## src/design/hs_switch_pkg.sv

```systemverilog
package hs_switch_pkg;

  // core clock
  localparam int CLK_MHZ = 100;

  // register port
  localparam int ADDR_W = 4;
  localparam int DATA_W = 8;
  localparam logic [3:0] REG_CTRL = 4'h0;
  localparam logic [3:0] REG_TIMING = 4'h1;
  localparam logic [3:0] REG_OCL_LVL = 4'h2;
  localparam logic [3:0] REG_OCH_LVL = 4'h3;
  localparam logic [3:0] REG_STATUS = 4'h4;
  localparam logic [3:0] REG_IRQ_STAT = 4'h5;
  localparam logic [3:0] REG_IRQ_MASK = 4'h6;

  // control fields
  localparam int CTRL_SER_ON_LSB = 0;
  localparam int CTRL_DIRECT_LSB = 2;
  localparam int CTRL_SENSE_SEL = 4;
  localparam int CTRL_SENSE_HIZ = 5;
  localparam int TIM_WD_LSB = 0;
  localparam int TIM_OCL_LSB = 2;

  // reset values: both direct inputs in control, sense on output 0
  localparam logic [7:0] CTRL_RST = 8'h0C;
  localparam logic [7:0] TIMING_RST = 8'h00;
  localparam logic [7:0] OCL_LVL_RST = 8'h20;
  localparam logic [7:0] OCH_LVL_RST = 8'h30;

  // serial command: register select on top, value below
  localparam int SPI_FRAME_W = 8;
  localparam int SPI_ADDR_LSB = 6;
  localparam int SPI_DATA_W = 6;

  // load current sample width
  localparam int CUR_W = 6;

  // interrupt bits
  localparam int IRQ_WDOG = 0;
  localparam int IRQ_OC0 = 1;
  localparam int IRQ_FRAME = 3;
  localparam int IRQ_W = 4;

  // watchdog periods in ms, typical
  localparam int WD_MS_0 = 620;
  localparam int WD_MS_1 = 310;
  localparam int WD_MS_2 = 2500;
  localparam int WD_MS_3 = 1250;
  localparam int WD_CYC_0 = WD_MS_0 * 1000 * CLK_MHZ;
  localparam int WD_CYC_1 = WD_MS_1 * 1000 * CLK_MHZ;
  localparam int WD_CYC_2 = WD_MS_2 * 1000 * CLK_MHZ;
  localparam int WD_CYC_3 = WD_MS_3 * 1000 * CLK_MHZ;
  localparam int WD_CW = 28;

  // low overcurrent blanking in us, typical
  localparam int OCL_US_0 = 155000;
  localparam int OCL_US_1 = 10000;
  localparam int OCL_US_2 = 1200;
  localparam int OCL_US_3 = 150;
  localparam int OCL_CYC_0 = OCL_US_0 * CLK_MHZ;
  localparam int OCL_CYC_1 = OCL_US_1 * CLK_MHZ;
  localparam int OCL_CYC_2 = OCL_US_2 * CLK_MHZ;
  localparam int OCL_CYC_3 = OCL_US_3 * CLK_MHZ;
  localparam int OCL_CW = 24;

  // high overcurrent blanking in us, typical
  localparam int OCH_US = 10;
  localparam int OCH_CYC = OCH_US * CLK_MHZ;
  localparam int OCH_CW = 11;

  typedef enum logic [2:0] {
    MODE_SLEEP = 3'h1,
    MODE_NORMAL = 3'h2,
    MODE_FAILSAFE = 3'h4
  } mode_t;

endpackage

```

## src/design/spi_cmd_if.sv

```systemverilog
`timescale 1ns/10ps
interface spi_cmd_if;
  logic frame_valid;
  logic [7:0] frame_data;
  logic [7:0] status_byte;
  modport rx (output frame_valid, output frame_data, input status_byte);
  modport core (input frame_valid, input frame_data, output status_byte);
endinterface

```

## src/design/hs_switch_ctrl.sv

```systemverilog
`timescale 1ns/10ps
module hs_switch_ctrl #(
  parameter int WD_CYC_0 = hs_switch_pkg::WD_CYC_0,
  parameter int WD_CYC_1 = hs_switch_pkg::WD_CYC_1,
  parameter int WD_CYC_2 = hs_switch_pkg::WD_CYC_2,
  parameter int WD_CYC_3 = hs_switch_pkg::WD_CYC_3,
  parameter int OCL_CYC_0 = hs_switch_pkg::OCL_CYC_0,
  parameter int OCL_CYC_1 = hs_switch_pkg::OCL_CYC_1,
  parameter int OCL_CYC_2 = hs_switch_pkg::OCL_CYC_2,
  parameter int OCL_CYC_3 = hs_switch_pkg::OCL_CYC_3
) (
  input wire logic mclk,
  input wire logic sys_rst,
  input wire logic reset_in_n,
  input wire logic wake_in,
  input wire logic failsafe_select_input,
  input wire logic [1:0] direct_input,
  input wire logic [hs_switch_pkg::CUR_W-1:0] load_current_0,
  input wire logic [hs_switch_pkg::CUR_W-1:0] load_current_1,
  input wire logic spi_cs_n,
  input wire logic spi_sclk,
  input wire logic spi_si,
  output logic spi_so,
  output logic spi_so_oe,
  input wire logic [3:0] reg_addr,
  input wire logic [7:0] reg_wdata,
  input wire logic reg_wr,
  input wire logic reg_rd,
  output logic [7:0] reg_rdata,
  output logic [1:0] high_side_output,
  output logic [hs_switch_pkg::CUR_W-1:0] current_sense_output,
  output logic current_sense_oe,
  output logic irq
);
  localparam int CW = hs_switch_pkg::CUR_W;
  localparam int WCW = hs_switch_pkg::WD_CW;
  localparam int LCW = hs_switch_pkg::OCL_CW;
  localparam int HCW = hs_switch_pkg::OCH_CW;
  localparam int IRQ_WL = hs_switch_pkg::IRQ_W;

  spi_cmd_if link ();

  spi_frame_rx u_rx (
    .mclk(mclk),
    .sys_rst(sys_rst),
    .spi_cs_n(spi_cs_n),
    .spi_sclk(spi_sclk),
    .spi_si(spi_si),
    .spi_so(spi_so),
    .spi_so_oe(spi_so_oe),
    .link(link.rx)
  );

  // pin synchronisers: reset, wake, fail-safe select, direct inputs
  logic [4:0] pin_meta, pin_sync;
  logic rst_pin, rst_pin_d, wake_s, fsi_s, rst_rise;
  logic [1:0] dir_s;

  always_ff @(posedge mclk) begin
    if (sys_rst) begin
      pin_meta <= 5'h00;
      pin_sync <= 5'h00;
      rst_pin_d <= 1'b0;
    end else begin
      pin_meta <= {reset_in_n, wake_in, failsafe_select_input, direct_input};
      pin_sync <= pin_meta;
      rst_pin_d <= pin_sync[4];
    end
  end

  assign rst_pin = pin_sync[4];
  assign wake_s = pin_sync[3];
  assign fsi_s = pin_sync[2];
  assign dir_s = pin_sync[1:0];
  assign rst_rise = rst_pin && !rst_pin_d;

  // operating mode
  hs_switch_pkg::mode_t mode, next_mode;
  logic wd_expire;

  always_comb begin
    next_mode = mode;
    case (mode)
      hs_switch_pkg::MODE_SLEEP: begin
        if (rst_pin) next_mode = hs_switch_pkg::MODE_NORMAL;
      end
      hs_switch_pkg::MODE_NORMAL: begin
        if (!rst_pin) next_mode = hs_switch_pkg::MODE_SLEEP;
        else if (wd_expire) next_mode = hs_switch_pkg::MODE_FAILSAFE;
      end
      hs_switch_pkg::MODE_FAILSAFE: begin
        if (!rst_pin) next_mode = hs_switch_pkg::MODE_SLEEP;
      end
      default: next_mode = hs_switch_pkg::MODE_SLEEP;
    endcase
  end

  always_ff @(posedge mclk) begin
    if (sys_rst) mode <= hs_switch_pkg::MODE_SLEEP;
    else mode <= next_mode;
  end

  // configuration
  logic [7:0] ctrl, timing, ocl_lvl, och_lvl;
  logic [7:0] next_ctrl, next_timing, next_ocl_lvl, next_och_lvl;
  logic [7:0] spi_val;

  always_comb begin
    next_ctrl = ctrl;
    next_timing = timing;
    next_ocl_lvl = ocl_lvl;
    next_och_lvl = och_lvl;
    spi_val = {2'h0, link.frame_data[hs_switch_pkg::SPI_DATA_W-1:0]};
    if (mode != hs_switch_pkg::MODE_NORMAL) begin
      // sleep and fail-safe both force defaults
      next_ctrl = hs_switch_pkg::CTRL_RST;
      next_timing = hs_switch_pkg::TIMING_RST;
      next_ocl_lvl = hs_switch_pkg::OCL_LVL_RST;
      next_och_lvl = hs_switch_pkg::OCH_LVL_RST;
    end else if (link.frame_valid) begin
      // serial write beats a same-cycle port write
      case (link.frame_data[hs_switch_pkg::SPI_ADDR_LSB +: 2])
        2'h0: next_ctrl = spi_val;
        2'h1: next_timing = spi_val;
        2'h2: next_ocl_lvl = spi_val;
        2'h3: next_och_lvl = spi_val;
        default: next_ctrl = ctrl;
      endcase
    end else if (reg_wr) begin
      case (reg_addr)
        hs_switch_pkg::REG_CTRL: next_ctrl = reg_wdata;
        hs_switch_pkg::REG_TIMING: next_timing = reg_wdata;
        hs_switch_pkg::REG_OCL_LVL: next_ocl_lvl = reg_wdata;
        hs_switch_pkg::REG_OCH_LVL: next_och_lvl = reg_wdata;
        default: next_ctrl = ctrl;
      endcase
    end
  end

  always_ff @(posedge mclk) begin
    if (sys_rst) begin
      ctrl <= hs_switch_pkg::CTRL_RST;
      timing <= hs_switch_pkg::TIMING_RST;
      ocl_lvl <= hs_switch_pkg::OCL_LVL_RST;
      och_lvl <= hs_switch_pkg::OCH_LVL_RST;
    end else begin
      ctrl <= next_ctrl;
      timing <= next_timing;
      ocl_lvl <= next_ocl_lvl;
      och_lvl <= next_och_lvl;
    end
  end

  // watchdog
  logic [WCW-1:0] wd_cnt, next_wd_cnt, wd_limit;
  logic wd_enable;

  always_comb begin
    case (timing[hs_switch_pkg::TIM_WD_LSB +: 2])
      2'h1: wd_limit = WCW'(WD_CYC_1 - 1);
      2'h2: wd_limit = WCW'(WD_CYC_2 - 1);
      2'h3: wd_limit = WCW'(WD_CYC_3 - 1);
      default: wd_limit = WCW'(WD_CYC_0 - 1);
    endcase
    // grounded select input stops the watchdog and so fail-safe entry
    wd_enable = wake_s && fsi_s && (mode == hs_switch_pkg::MODE_NORMAL);
    wd_expire = wd_enable && (wd_cnt >= wd_limit);
    if (!wd_enable || rst_rise || link.frame_valid || wd_expire)
      next_wd_cnt = '0;
    else
      next_wd_cnt = wd_cnt + 1'b1;
  end

  always_ff @(posedge mclk) begin
    if (sys_rst) wd_cnt <= '0;
    else wd_cnt <= next_wd_cnt;
  end

  // output request and overcurrent per channel
  logic [1:0] drive_req, oc_fault, oc_trip, next_hso;
  logic [LCW-1:0] ocl_limit;
  logic [CW-1:0] cur [2];

  assign cur[0] = load_current_0;
  assign cur[1] = load_current_1;

  always_comb begin
    case (timing[hs_switch_pkg::TIM_OCL_LSB +: 2])
      2'h1: ocl_limit = LCW'(OCL_CYC_1 - 1);
      2'h2: ocl_limit = LCW'(OCL_CYC_2 - 1);
      2'h3: ocl_limit = LCW'(OCL_CYC_3 - 1);
      default: ocl_limit = LCW'(OCL_CYC_0 - 1);
    endcase
  end

  genvar g;
  for (g = 0; g < 2; g++) begin : g_ch
    logic [HCW-1:0] on_cnt, next_on_cnt;
    logic [LCW-1:0] low_cnt, next_low_cnt;
    logic fault_q, next_fault, och_phase, over_lo, over_hi, trip;

    always_comb begin
      if (mode == hs_switch_pkg::MODE_SLEEP)
        drive_req[g] = 1'b0;
      else if (mode == hs_switch_pkg::MODE_NORMAL &&
               !ctrl[hs_switch_pkg::CTRL_DIRECT_LSB + g])
        drive_req[g] = ctrl[hs_switch_pkg::CTRL_SER_ON_LSB + g];
      else
        drive_req[g] = dir_s[g];
      och_phase = on_cnt < HCW'(hs_switch_pkg::OCH_CYC);
      over_lo = cur[g] > ocl_lvl[CW-1:0];
      over_hi = cur[g] > och_lvl[CW-1:0];
      // short window sees only the high level, then the low level with blanking
      trip = drive_req[g] && !fault_q &&
             (och_phase ? over_hi : (over_lo && low_cnt >= ocl_limit));
      next_on_cnt = !drive_req[g] ? '0 :
                    (och_phase ? on_cnt + 1'b1 : on_cnt);
      if (!drive_req[g] || och_phase || !over_lo || fault_q)
        next_low_cnt = '0;
      else
        next_low_cnt = low_cnt + 1'b1;
      // fault latches until the request drops; pwm off-phases rearm it
      next_fault = drive_req[g] && (fault_q || trip);
    end

    always_ff @(posedge mclk) begin
      if (sys_rst) begin
        on_cnt <= '0;
        low_cnt <= '0;
        fault_q <= 1'b0;
      end else begin
        on_cnt <= next_on_cnt;
        low_cnt <= next_low_cnt;
        fault_q <= next_fault;
      end
    end

    assign oc_fault[g] = fault_q;
    assign oc_trip[g] = trip;
    assign next_hso[g] = drive_req[g] && !next_fault;

  end

  // sense, interrupts, register read
  logic [CW-1:0] next_sense;
  logic next_sense_oe, next_irq;
  logic [IRQ_WL-1:0] irq_stat, irq_mask, next_irq_stat, next_irq_mask;
  logic [IRQ_WL-1:0] ev, w1c;
  logic [7:0] status_word, next_rdata;

  always_comb begin
    next_sense = ctrl[hs_switch_pkg::CTRL_SENSE_SEL] ? cur[1] : cur[0];
    next_sense_oe = !ctrl[hs_switch_pkg::CTRL_SENSE_HIZ] &&
                    (mode != hs_switch_pkg::MODE_SLEEP);
    ev = {link.frame_valid, oc_trip, wd_expire};
    w1c = (reg_wr && reg_addr == hs_switch_pkg::REG_IRQ_STAT) ?
          reg_wdata[IRQ_WL-1:0] : '0;
    // a new event wins over a same-cycle clear
    next_irq_stat = (irq_stat & ~w1c) | ev;
    next_irq_mask = (reg_wr && reg_addr == hs_switch_pkg::REG_IRQ_MASK) ?
                    reg_wdata[IRQ_WL-1:0] : irq_mask;
    next_irq = |(next_irq_stat & next_irq_mask);
    status_word = {1'b0, mode, oc_fault, wake_s, fsi_s};
    next_rdata = 8'h00;
    if (reg_rd) begin
      case (reg_addr)
        hs_switch_pkg::REG_CTRL: next_rdata = ctrl;
        hs_switch_pkg::REG_TIMING: next_rdata = timing;
        hs_switch_pkg::REG_OCL_LVL: next_rdata = ocl_lvl;
        hs_switch_pkg::REG_OCH_LVL: next_rdata = och_lvl;
        hs_switch_pkg::REG_STATUS: next_rdata = status_word;
        hs_switch_pkg::REG_IRQ_STAT: next_rdata = {4'h0, irq_stat};
        hs_switch_pkg::REG_IRQ_MASK: next_rdata = {4'h0, irq_mask};
        default: next_rdata = 8'h00;
      endcase
    end
  end

  assign link.status_byte = status_word;

  always_ff @(posedge mclk) begin
    if (sys_rst) begin
      high_side_output <= 2'h0;
      current_sense_output <= '0;
      current_sense_oe <= 1'b0;
      irq_stat <= '0;
      irq_mask <= '0;
      irq <= 1'b0;
      reg_rdata <= 8'h00;
    end else begin
      high_side_output <= next_hso;
      current_sense_output <= next_sense;
      current_sense_oe <= next_sense_oe;
      irq_stat <= next_irq_stat;
      irq_mask <= next_irq_mask;
      irq <= next_irq;
      reg_rdata <= next_rdata;
    end
  end
endmodule

```

## src/design/spi_frame_rx.sv

```systemverilog
`timescale 1ns/10ps
module spi_frame_rx (
  input wire logic mclk,
  input wire logic sys_rst,
  input wire logic spi_cs_n,
  input wire logic spi_sclk,
  input wire logic spi_si,
  output logic spi_so,
  output logic spi_so_oe,
  spi_cmd_if.rx link
);
  logic [2:0] meta;
  logic [2:0] sync;
  logic sclk_d;
  logic [7:0] shift_in, next_shift_in;
  logic [7:0] shift_out, next_shift_out;
  logic [3:0] bit_cnt, next_bit_cnt;
  logic next_so, next_so_oe, next_valid;
  logic [7:0] next_data;
  logic cs_act, sclk_rise, sclk_fall, cs_d;
  localparam int SPI_FRAME_W_L = hs_switch_pkg::SPI_FRAME_W;

  // link pins are sampled by mclk; sclk edges found after the 2nd stage
  always_ff @(posedge mclk) begin
    if (sys_rst) begin
      // idle pin levels, so no false sclk edge follows reset
      meta <= 3'h4;
      sync <= 3'h4;
      sclk_d <= 1'b0;
      cs_d <= 1'b0;
    end else begin
      meta <= {spi_cs_n, spi_sclk, spi_si};
      sync <= meta;
      sclk_d <= sync[1];
      cs_d <= !sync[2];
    end
  end

  always_comb begin
    cs_act = !sync[2];
    sclk_rise = sync[1] && !sclk_d;
    sclk_fall = !sync[1] && sclk_d;
    next_shift_in = shift_in;
    next_shift_out = shift_out;
    next_bit_cnt = bit_cnt;
    next_so = spi_so;
    next_valid = 1'b0;
    next_data = link.frame_data;
    next_so_oe = cs_act;
    if (!cs_act) begin
      next_bit_cnt = 4'h0;
    end else if (!cs_d) begin
      // new frame: present status msb first
      next_shift_out = {link.status_byte[6:0], 1'b0};
      next_so = link.status_byte[7];
      next_bit_cnt = 4'h0;
    end else if (sclk_rise && bit_cnt < 4'(SPI_FRAME_W_L)) begin
      next_shift_in = {shift_in[6:0], sync[0]};
      next_bit_cnt = bit_cnt + 4'h1;
      if (bit_cnt == 4'(SPI_FRAME_W_L - 1)) begin
        next_valid = 1'b1;
        next_data = {shift_in[6:0], sync[0]};
      end
    end else if (sclk_fall) begin
      next_so = shift_out[7];
      next_shift_out = {shift_out[6:0], 1'b0};
    end
  end

  always_ff @(posedge mclk) begin
    if (sys_rst) begin
      shift_in <= 8'h00;
      shift_out <= 8'h00;
      bit_cnt <= 4'h0;
      spi_so <= 1'b0;
      spi_so_oe <= 1'b0;
      link.frame_valid <= 1'b0;
      link.frame_data <= 8'h00;
    end else begin
      shift_in <= next_shift_in;
      shift_out <= next_shift_out;
      bit_cnt <= next_bit_cnt;
      spi_so <= next_so;
      spi_so_oe <= next_so_oe;
      link.frame_valid <= next_valid;
      link.frame_data <= next_data;
    end
  end
endmodule

```

## config.mk

```make
export PLATFORM = sky130hd
export DESIGN_NAME = hs_switch_ctrl
export DESIGN_NICKNAME = d
export VERILOG_FILES = /design/src/design/hs_switch_pkg.sv /design/src/design/spi_cmd_if.sv /design/src/design/hs_switch_ctrl.sv /design/src/design/spi_frame_rx.sv
export SDC_FILE = /design/constraint.sdc
export NUM_CORES = 1
export LEC_CHECK = 0
export ABC_CLOCK_PERIOD_IN_PS = 6900
export BUFFER_PORTS_ARGS = -buffer_cell sky130_fd_sc_hd__buf_4
export CAP_MARGIN = 10
export CORE_MARGIN = 2
export CORE_UTILIZATION = 66
export DETAILED_ROUTE_END_ITERATION = 6
export PLACE_DENSITY = 0.86
export SYNTH_ARGS = -nofsm -noshare
export SYNTH_HDL_FRONTEND = slang
export SYNTH_SLANG_ARGS = --single-unit
```

## constraint.sdc

```tcl
create_clock -name mclk -period 6.9 [get_ports mclk]
set_input_delay 1.035 -clock mclk [delete_from_list [all_inputs] [get_ports mclk]]
set_output_delay 1.035 -clock mclk [all_outputs]
set_load 0.02 [all_outputs]
```

* Yosys cells after proc, flatten, opt, wreduce, memory -nomap -nowiden *
Index checks and enable logic that the tools add are counted.

word-level totals
  output and inout port bits = 20
  memories = 0
  bits in latches = 0
  bits in registers = 209
  bits in writable memories = 0
  bits in read-only memories = 0
  logic and storage cells = 202

operators by class
  equality and inequality tests = 30
  shift-type cells = 0
  bitwise logic cells = 10
  mux-type cells = 40
  multipliers = 0
  add/subtract/negate cells = 6
  divide/modulo/power cells = 0
  order comparisons = 10
  reduce and logical (&&, ||, !) cells = 74

operators with widths
  kind                                                   number
  2-to-1 mux 8 bit                                       19
  case mux 28 bit (3 select lines)                       1
  case mux 24 bit (3 select lines)                       1
  case mux 8 bit (7 select lines)                        1
  adder 24 x 1 -> 24 bit (second input constant)         2
  greater-or-equal comparator 24 bit                     2
  adder 28 x 1 -> 28 bit (second input constant)         1
  greater-or-equal comparator 28 bit                     1
  > comparator 6 bit                                     4
  adder 11 x 1 -> 11 bit (second input constant)         2
  logical AND 1 bit                                      22
  < comparator 11 x 10 -> 1 bit (second input constant)  2
  AND reduction 3 bit                                    7
  equality test 4 x 3 -> 1 bit (second input constant)   4
  zero test 1 bit                                        16
  inequality test 2 bit (second input constant)          8
  OR reduction 2 bit                                     7
  equality test 2 bit (second input constant)            6
  2-to-1 mux 3 bit                                       4
  logical OR 1 bit                                       11
  2-to-1 mux 1 bit                                       10
  nonzero test 2 bit                                     5
  case mux 3 bit (3 select lines)                        1
  bitwise AND 4 bit                                      2
  other kinds (21)                                       31

* Logic depth before layout (Yosys ltp) *
  word-level depth = 10
  mapped depth = 11
  depth with buffers taken out = 11

* Cells and area by module *
A second synthesis with hierarchy kept.

second synthesis, totals
  cell total of the unflattened synthesis = 1184
  area, all modules = 10639.0 sq um

modules (own cells, without submodules)
  module          cells each  sequential area each (sq um)  times used  area each (sq um)
  hs_switch_ctrl  1052        3443.3                        1           9177.6
  spi_frame_rx    132         720.7                         1           1461.4

* Least setup slack after synthesis *
Ideal clock, no wire load.

  kind = in2reg
  start point = in reg_addr[2]
  end point = reg irq
  stages = 7
  arrival = 2583 ps
  required time = 6762 ps
  slack = 4179 ps
  setup time = 138 ps
  cell sequence = clkbuf_1 -> nand3b_1 -> nor3b_2 -> mux2i_1 -> nor3_1 -> a2111oi_2 -> o211ai_1

on the way
  cells in the longest elaborated chain, start to end = 8
  elaborated cells between the ends (all ways) = 11
  those cells by class = 2 x eq/ne; 2 x mux; 4 x bitwise; 3 x reduce/logical

RTL lines
  what                          RTL line               source
  start, declared               hs_switch_ctrl.sv:25   input wire logic [3:0] reg_addr,
  equality test 4 x 3 -> 1 bit  hs_switch_ctrl.sv:256  w1c = (reg_wr && reg_addr == hs_switch_pkg::REG_IRQ_STAT) ?
  logical AND 1 bit             hs_switch_ctrl.sv:256
  2-to-1 mux 4 bit              hs_switch_ctrl.sv:256
  NOT 4 bit                     hs_switch_ctrl.sv:259  next_irq_stat = (irq_stat & ~w1c) | ev;
  bitwise AND 4 bit             hs_switch_ctrl.sv:259
  OR 4 bit                      hs_switch_ctrl.sv:259
  bitwise AND 4 bit (*)         hs_switch_ctrl.sv:262  next_irq = |(next_irq_stat & next_irq_mask);
  OR reduction 4 bit (*)        hs_switch_ctrl.sv:262
  end signal, assigned          hs_switch_ctrl.sv:296  irq <= next_irq;
  end, declared                 hs_switch_ctrl.sv:33   output logic irq

Every way passes the cells marked *; elsewhere a longest branch is shown, timed or not.
A chain may end at the register's enable or synchronous reset.

* Worst setup path in the final report *
  start point = reg timing[1]
  end point = reg wd_cnt[22]

on the way
  cells in the longest elaborated chain, start to end = 6
  elaborated cells between the ends (all ways) = 8
  those cells by class = 1 x order compare; 3 x eq/ne; 1 x mux; 3 x reduce/logical

RTL lines
  what                                                                 RTL line               source
  start, declared                                                      hs_switch_ctrl.sv:104  logic [7:0] ctrl, timing, ocl_lvl, och_lvl;
  start signal, assigned                                               hs_switch_ctrl.sv:143  timing <= hs_switch_pkg::TIMING_RST;
  start signal, assigned                                               hs_switch_ctrl.sv:148  timing <= next_timing;
  equality test 2 bit or equality test 2 x 1 -> 1 bit (tied branches)  hs_switch_ctrl.sv:159  case (timing[hs_switch_pkg::TIM_WD_LSB +: 2])
  case mux 28 bit (3 select lines) (*)                                 hs_switch_ctrl.sv:159
  greater-or-equal comparator 28 bit (*)                               hs_switch_ctrl.sv:167  wd_expire = wd_enable && (wd_cnt >= wd_limit);
  logical AND 1 bit (*)                                                hs_switch_ctrl.sv:167
  logical OR 1 bit (*)                                                 hs_switch_ctrl.sv:168  if (!wd_enable || rst_rise || link.frame_valid || wd_expire)
  OR reduction 2 bit (no source line) (*)                              n/a
  end signal, assigned                                                 hs_switch_ctrl.sv:176  else wd_cnt <= next_wd_cnt;
  end, declared                                                        hs_switch_ctrl.sv:155  logic [WCW-1:0] wd_cnt, next_wd_cnt, wd_limit;

Marked as above.

==> reports/metrics.json <==
{
  "finalWeightedCongestion": 0.968,
  "timing.slew.headroom_pct": 10.4,
  "timing.hold.worst_path_depth": 1,
  "drcViolationCount": 2,
  "hold_path_class": "flip-flop to flip-flop",
  "asyncSetResetFlopFracSynth_pct": 0,
  "power_density_nw_per_um2": 212,
  "ant_nets": 0,
  "startpoint_type": "flip-flop",
  "clkLatencyLatePin_ns": 0.50,
  "post_synth_main_area_contributors": "sky130_fd_sc_hd__dfxtp_1 (39%), sky130_fd_sc_hd__ha_1 (11%), sky130_fd_sc_hd__nor2_1 (6.7%), sky130_fd_sc_hd__mux2i_1 (4.8%), sky130_fd_sc_hd__xor2_1 (4.0%)",
  "drt-total-wl_um": 23300,
  "syn_inst": 1188,
  "detailroute.via_count": 8501,
  "synth.distinct_cells": 81,
  "globalRouteTotalUtil_pct": 26.8,
  "critical_path_class": "flip-flop to flip-flop",
  "timing.final.hold_violations": 0,
  "cts_max_level": 1,
  "cts.clk_slew.worst_paths_ns": 0.06,
  "rr_startpoint": "timing[1]$_SDFFE_PP0P_",
  "post-synth-top-area-fraction_pct": 39.0,
  "antenna_found_initial": 0,
  "maximum_number_of_pins_on_one_net_before_global_route_repair": 68,
  "clock_skew_ns": 0.0102,
  "post-cts-setup-buffers": 0,
  "largest_register_ffs": 48,
  "clkSinkCount": 208,
  "max_freq_ghz": 0.295,
  "violated_checks": "design-rule violations",
  "portBuffers": 55,
  "crit_path_end_kind": "flip-flop",
  "floorplan.io_pins": 56,
  "placed_instance_count": 1417,
  "total_nets_after_synthesis": 1321,
  "outcome": "complete, but fails checks",
  "final.fill_count": 1171,
  "fin_setup_tns_ns": 0,
  "areaGrowthSynthToFinish_pct": 11.3,
  "finish.cell_count_without_fillers": 1458,
  "multi_input_comb_area_um2": 6090,
  "initial_utilization_pct": 67.3,
  "report.final.slew_viol_count": 0,
  "nNetsFinal": 1359,
  "number_of_global_route_vias_before_repair": 8165,
  "tightestPinTransition_ns": 1.33,
  "critical-path-slowest-cell": "sky130_fd_sc_hd__nand3b_2",
  "synth.ff_latch_count": 208,
  "wire_length_of_the_first_global_routing_pass_um": 39000,
  "hold-path-endpoint": "u_rx.sync[2]$_SDFF_PP1_",
  "final_min_period_over_clock_period_pct": 49.1,
  "period_minus_slack_ns": 3.39,
  "hold_path.startpoint": "u_rx.meta[2]$_SDFF_PP1_",
  "synth_warnings": 0,
  "sequential_share_of_the_synthesized_area_pct": 39.0,
  "drt_iter0_drc": 525,
  "insertedDiodeCount": 0,
  "cts-buffers-inserted": 22,
  "rsz_0062_raised_after_global_routing": "no",
  "num_rows": 46,
  "cts_tree": "built",
  "timing.reg2reg.setup_slack_ns": 3.51,
  "average_vias_per_placed_instance": 5.83,
  "irDropWorstVdd_mv": 0.215,
  "crit_fanout": 28,
  "place.detailed.hpwl_um": 16600,
  "dieArea_um2": 17200,
  "drive_above_1_share_pct": 11.2,
  "post_synth_instance_area_um2": 10700,
  "grt_remaining_overflow": 0,
  "cts_hold_buffers": 0,
  "crit_required_ns": 7.30,
  "synth.avg_cell_area_um2": 9.00,
  "area.sequential_um2": 4160,
  "core_area_um2": 15900,
  "wl_per_cell_um": 16.0,
  "max-cap-violations": 0,
  "reg.largest.list": "g_ch.low_cnt x48, wd_cnt x28, g_ch.on_cnt x22",
  "cts_resized": 0,
  "root_buffer": "sky130_fd_sc_hd__clkbuf_16",
  "worstPathArrival_ns": 3.79,
  "die-height_um": 131,
  "finalSetupViolCount": 0,
  "post_synthesis_cell_type_with_the_largest_combined_area": "sky130_fd_sc_hd__dfxtp_1",
  "worstRegToRegCells": 10,
  "r2r-end": "wd_cnt[22]$_SDFF_PP0_",
  "clock_path_buffers": 3,
  "critical-path-max-stage-delay_ns": 0.67,
  "crit_chain": "inv_1 -> ha_1 -> inv_1 -> ha_1 -> a21o_1 -> a21oi_1 -> o221ai_2 -> a221o_1 -> nand3b_2 -> a21oi_1",
  "detail_route.first_pass.iterations": 7,
  "largest-register": "g_ch.low_cnt",
  "dieWidth_um": 131,
  "cellLeakagePower_nw": 4.50,
  "synth_enable_flop_cells": 0,
  "synth-main-ff-cell": "sky130_fd_sc_hd__dfxtp_1"
}
[Yosys cell counts, types with 5 or more instances]
master,n
sky130_fd_sc_hd__a22oi_1,6
sky130_fd_sc_hd__nor2b_1,24
sky130_fd_sc_hd__buf_1,6
sky130_fd_sc_hd__nand4_1,22
sky130_fd_sc_hd__or3_1,6
sky130_fd_sc_hd__mux2i_1,51
sky130_fd_sc_hd__ha_1,97
sky130_fd_sc_hd__dfxtp_1,208
sky130_fd_sc_hd__nor3_1,20
sky130_fd_sc_hd__nand2_1,80
sky130_fd_sc_hd__nor2_1,192
sky130_fd_sc_hd__buf_2,11
sky130_fd_sc_hd__nand3_1,40
sky130_fd_sc_hd__and4_1,5
sky130_fd_sc_hd__and3_1,12
sky130_fd_sc_hd__nand2b_1,10
sky130_fd_sc_hd__a21o_1,6
sky130_fd_sc_hd__inv_1,51
sky130_fd_sc_hd__o21ai_0,25
sky130_fd_sc_hd__a21oi_1,59
sky130_fd_sc_hd__xnor2_1,37
sky130_fd_sc_hd__nor2_4,18
sky130_fd_sc_hd__xor2_1,49
sky130_fd_sc_hd__a211oi_1,29
sky130_fd_sc_hd__nand3b_1,5
sky130_fd_sc_hd__clkbuf_1,16
sky130_fd_sc_hd__a31oi_1,6
[worst max-delay path: cells and delay by family, from the launching register on]
family	cells	cell delay, ns
compound gates	5	1.32
fa+ha+maj	2	0.62
flops	1	0.36
buf+inv	2	0.32
simple gates	1	0.67
[how the worst max path moves through the flow]
stage	startpoint	depth (start not counted)	to	slack, ns
floorplan	reg_addr[2]	7	irq$_SDFF_PP0_	4.18
global placement	reg_addr[0]	7	och_lvl[7]$_SDFFE_PP0P_	3.42
detailed placement	reg_addr[0]	7	och_lvl[7]$_SDFFE_PP0P_	3.37
CTS	timing[1]$_SDFFE_PP0P_	10	wd_cnt[22]$_SDFF_PP0_	3.57
global route	timing[1]$_SDFFE_PP0P_	10	wd_cnt[22]$_SDFF_PP0_	3.36
finish	timing[1]$_SDFFE_PP0P_	10	wd_cnt[22]$_SDFF_PP0_	3.51
[layout by cell type, fill, tap and decap left out, types with 4 or more instances in the layout]
cell / instances
sky130_fd_sc_hd__dfxtp_1: 208
sky130_fd_sc_hd__nor2_1: 192
sky130_fd_sc_hd__ha_1: 97
sky130_fd_sc_hd__nand2_1: 80
sky130_fd_sc_hd__a21oi_1: 59
sky130_fd_sc_hd__buf_4: 56
sky130_fd_sc_hd__inv_1: 51
sky130_fd_sc_hd__mux2i_1: 51
sky130_fd_sc_hd__xor2_1: 49
sky130_fd_sc_hd__nand3_1: 40
sky130_fd_sc_hd__xnor2_1: 37
sky130_fd_sc_hd__a211oi_1: 29
sky130_fd_sc_hd__o21ai_0: 25
sky130_fd_sc_hd__nor2b_1: 24
sky130_fd_sc_hd__clkbuf_16: 23
sky130_fd_sc_hd__nand4_1: 22
sky130_fd_sc_hd__nor3_1: 20
sky130_fd_sc_hd__nor2_4: 18
sky130_fd_sc_hd__and3_1: 12
sky130_fd_sc_hd__nand2b_1: 10
sky130_fd_sc_hd__a21o_1: 6
sky130_fd_sc_hd__a22oi_1: 6
sky130_fd_sc_hd__a31oi_1: 6
sky130_fd_sc_hd__and4_1: 5
sky130_fd_sc_hd__or3_1: 5
sky130_fd_sc_hd__nand3b_1: 5
sky130_fd_sc_hd__o21a_1: 4
sky130_fd_sc_hd__nor2_2: 4
sky130_fd_sc_hd__nand4_2: 4
sky130_fd_sc_hd__nor3b_1: 4
sky130_fd_sc_hd__or2_2: 4
sky130_fd_sc_hd__clkbuf_1: 4
sky130_fd_sc_hd__clkinv_2: 4
[per-layer routing]
layer | global-route usage, % | wire, um | vias up
met4 | 8.70 | 732 | 0
met3 | 3.97 | 1230 | 65
li1 | - | - | 4191
met5 | 0 | 0 | -
met2 | 45.8 | 11100 | 256
met1 | 35.0 | 10200 | 3989
[layout make-up]
| type | count | area share (%) |
|---|---|---|
| Clock buffer | 28 | 5.08 |
| Clock inverter | 12 | 1.27 |
| Inverter | 52 | 1.64 |
| Multi-Input combinational cell | 885 | 51.2 |
| Sequential cell | 208 | 35.0 |
| Tap cell | 216 | 2.27 |
| Timing Repair Buffer | 57 | 3.57 |
[metrics by stage]
| step | instance area [um2] | hold WS [ns] | util [%] | power, mW | setup slack [ns] |
|---|---|---|---|---|---|
| floorplan | 10700 | 0.389 | - | 1.29 | 4.18 |
| global placement | 11100 | 0.392 | 70.1 | 1.33 | 3.42 |
| detailed placement | 11100 | 0.403 | 70.1 | 1.33 | 3.37 |
| CTS | 11900 | 0.418 | 74.9 | 2.54 | 3.57 |
| global route | 11900 | 0.438 | 74.9 | 2.60 | 3.36 |
| finish | 11900 | 0.414 | 74.9 | 2.52 | 3.51 |
[power breakdown]
part | internal [mW] | switching, mW | leakage [nW]
clock network | 0.737 | 0.475 | 0.366
logic | 0.0389 | 0.0521 | 2.45
registers | 1.21 | 0.00583 | 1.68
[kinds of logic (layout without fill, tap and decap cells)]
kind of cell,count (synthesis),after routing,synth area share (%)
multiplexers,51,51,4.78
adder cells (fa/ha/maj),97,97,11.4
XOR/XNOR,86,86,7.05
AND/OR/NAND/NOR,477,477,23.2
AO/OA/AOI/OAI,174,174,10.6
flip-flops,208,208,39.0
buffers and inverters,95,149,4.07
No activity file was read; power rests on OpenSTA's default activity.
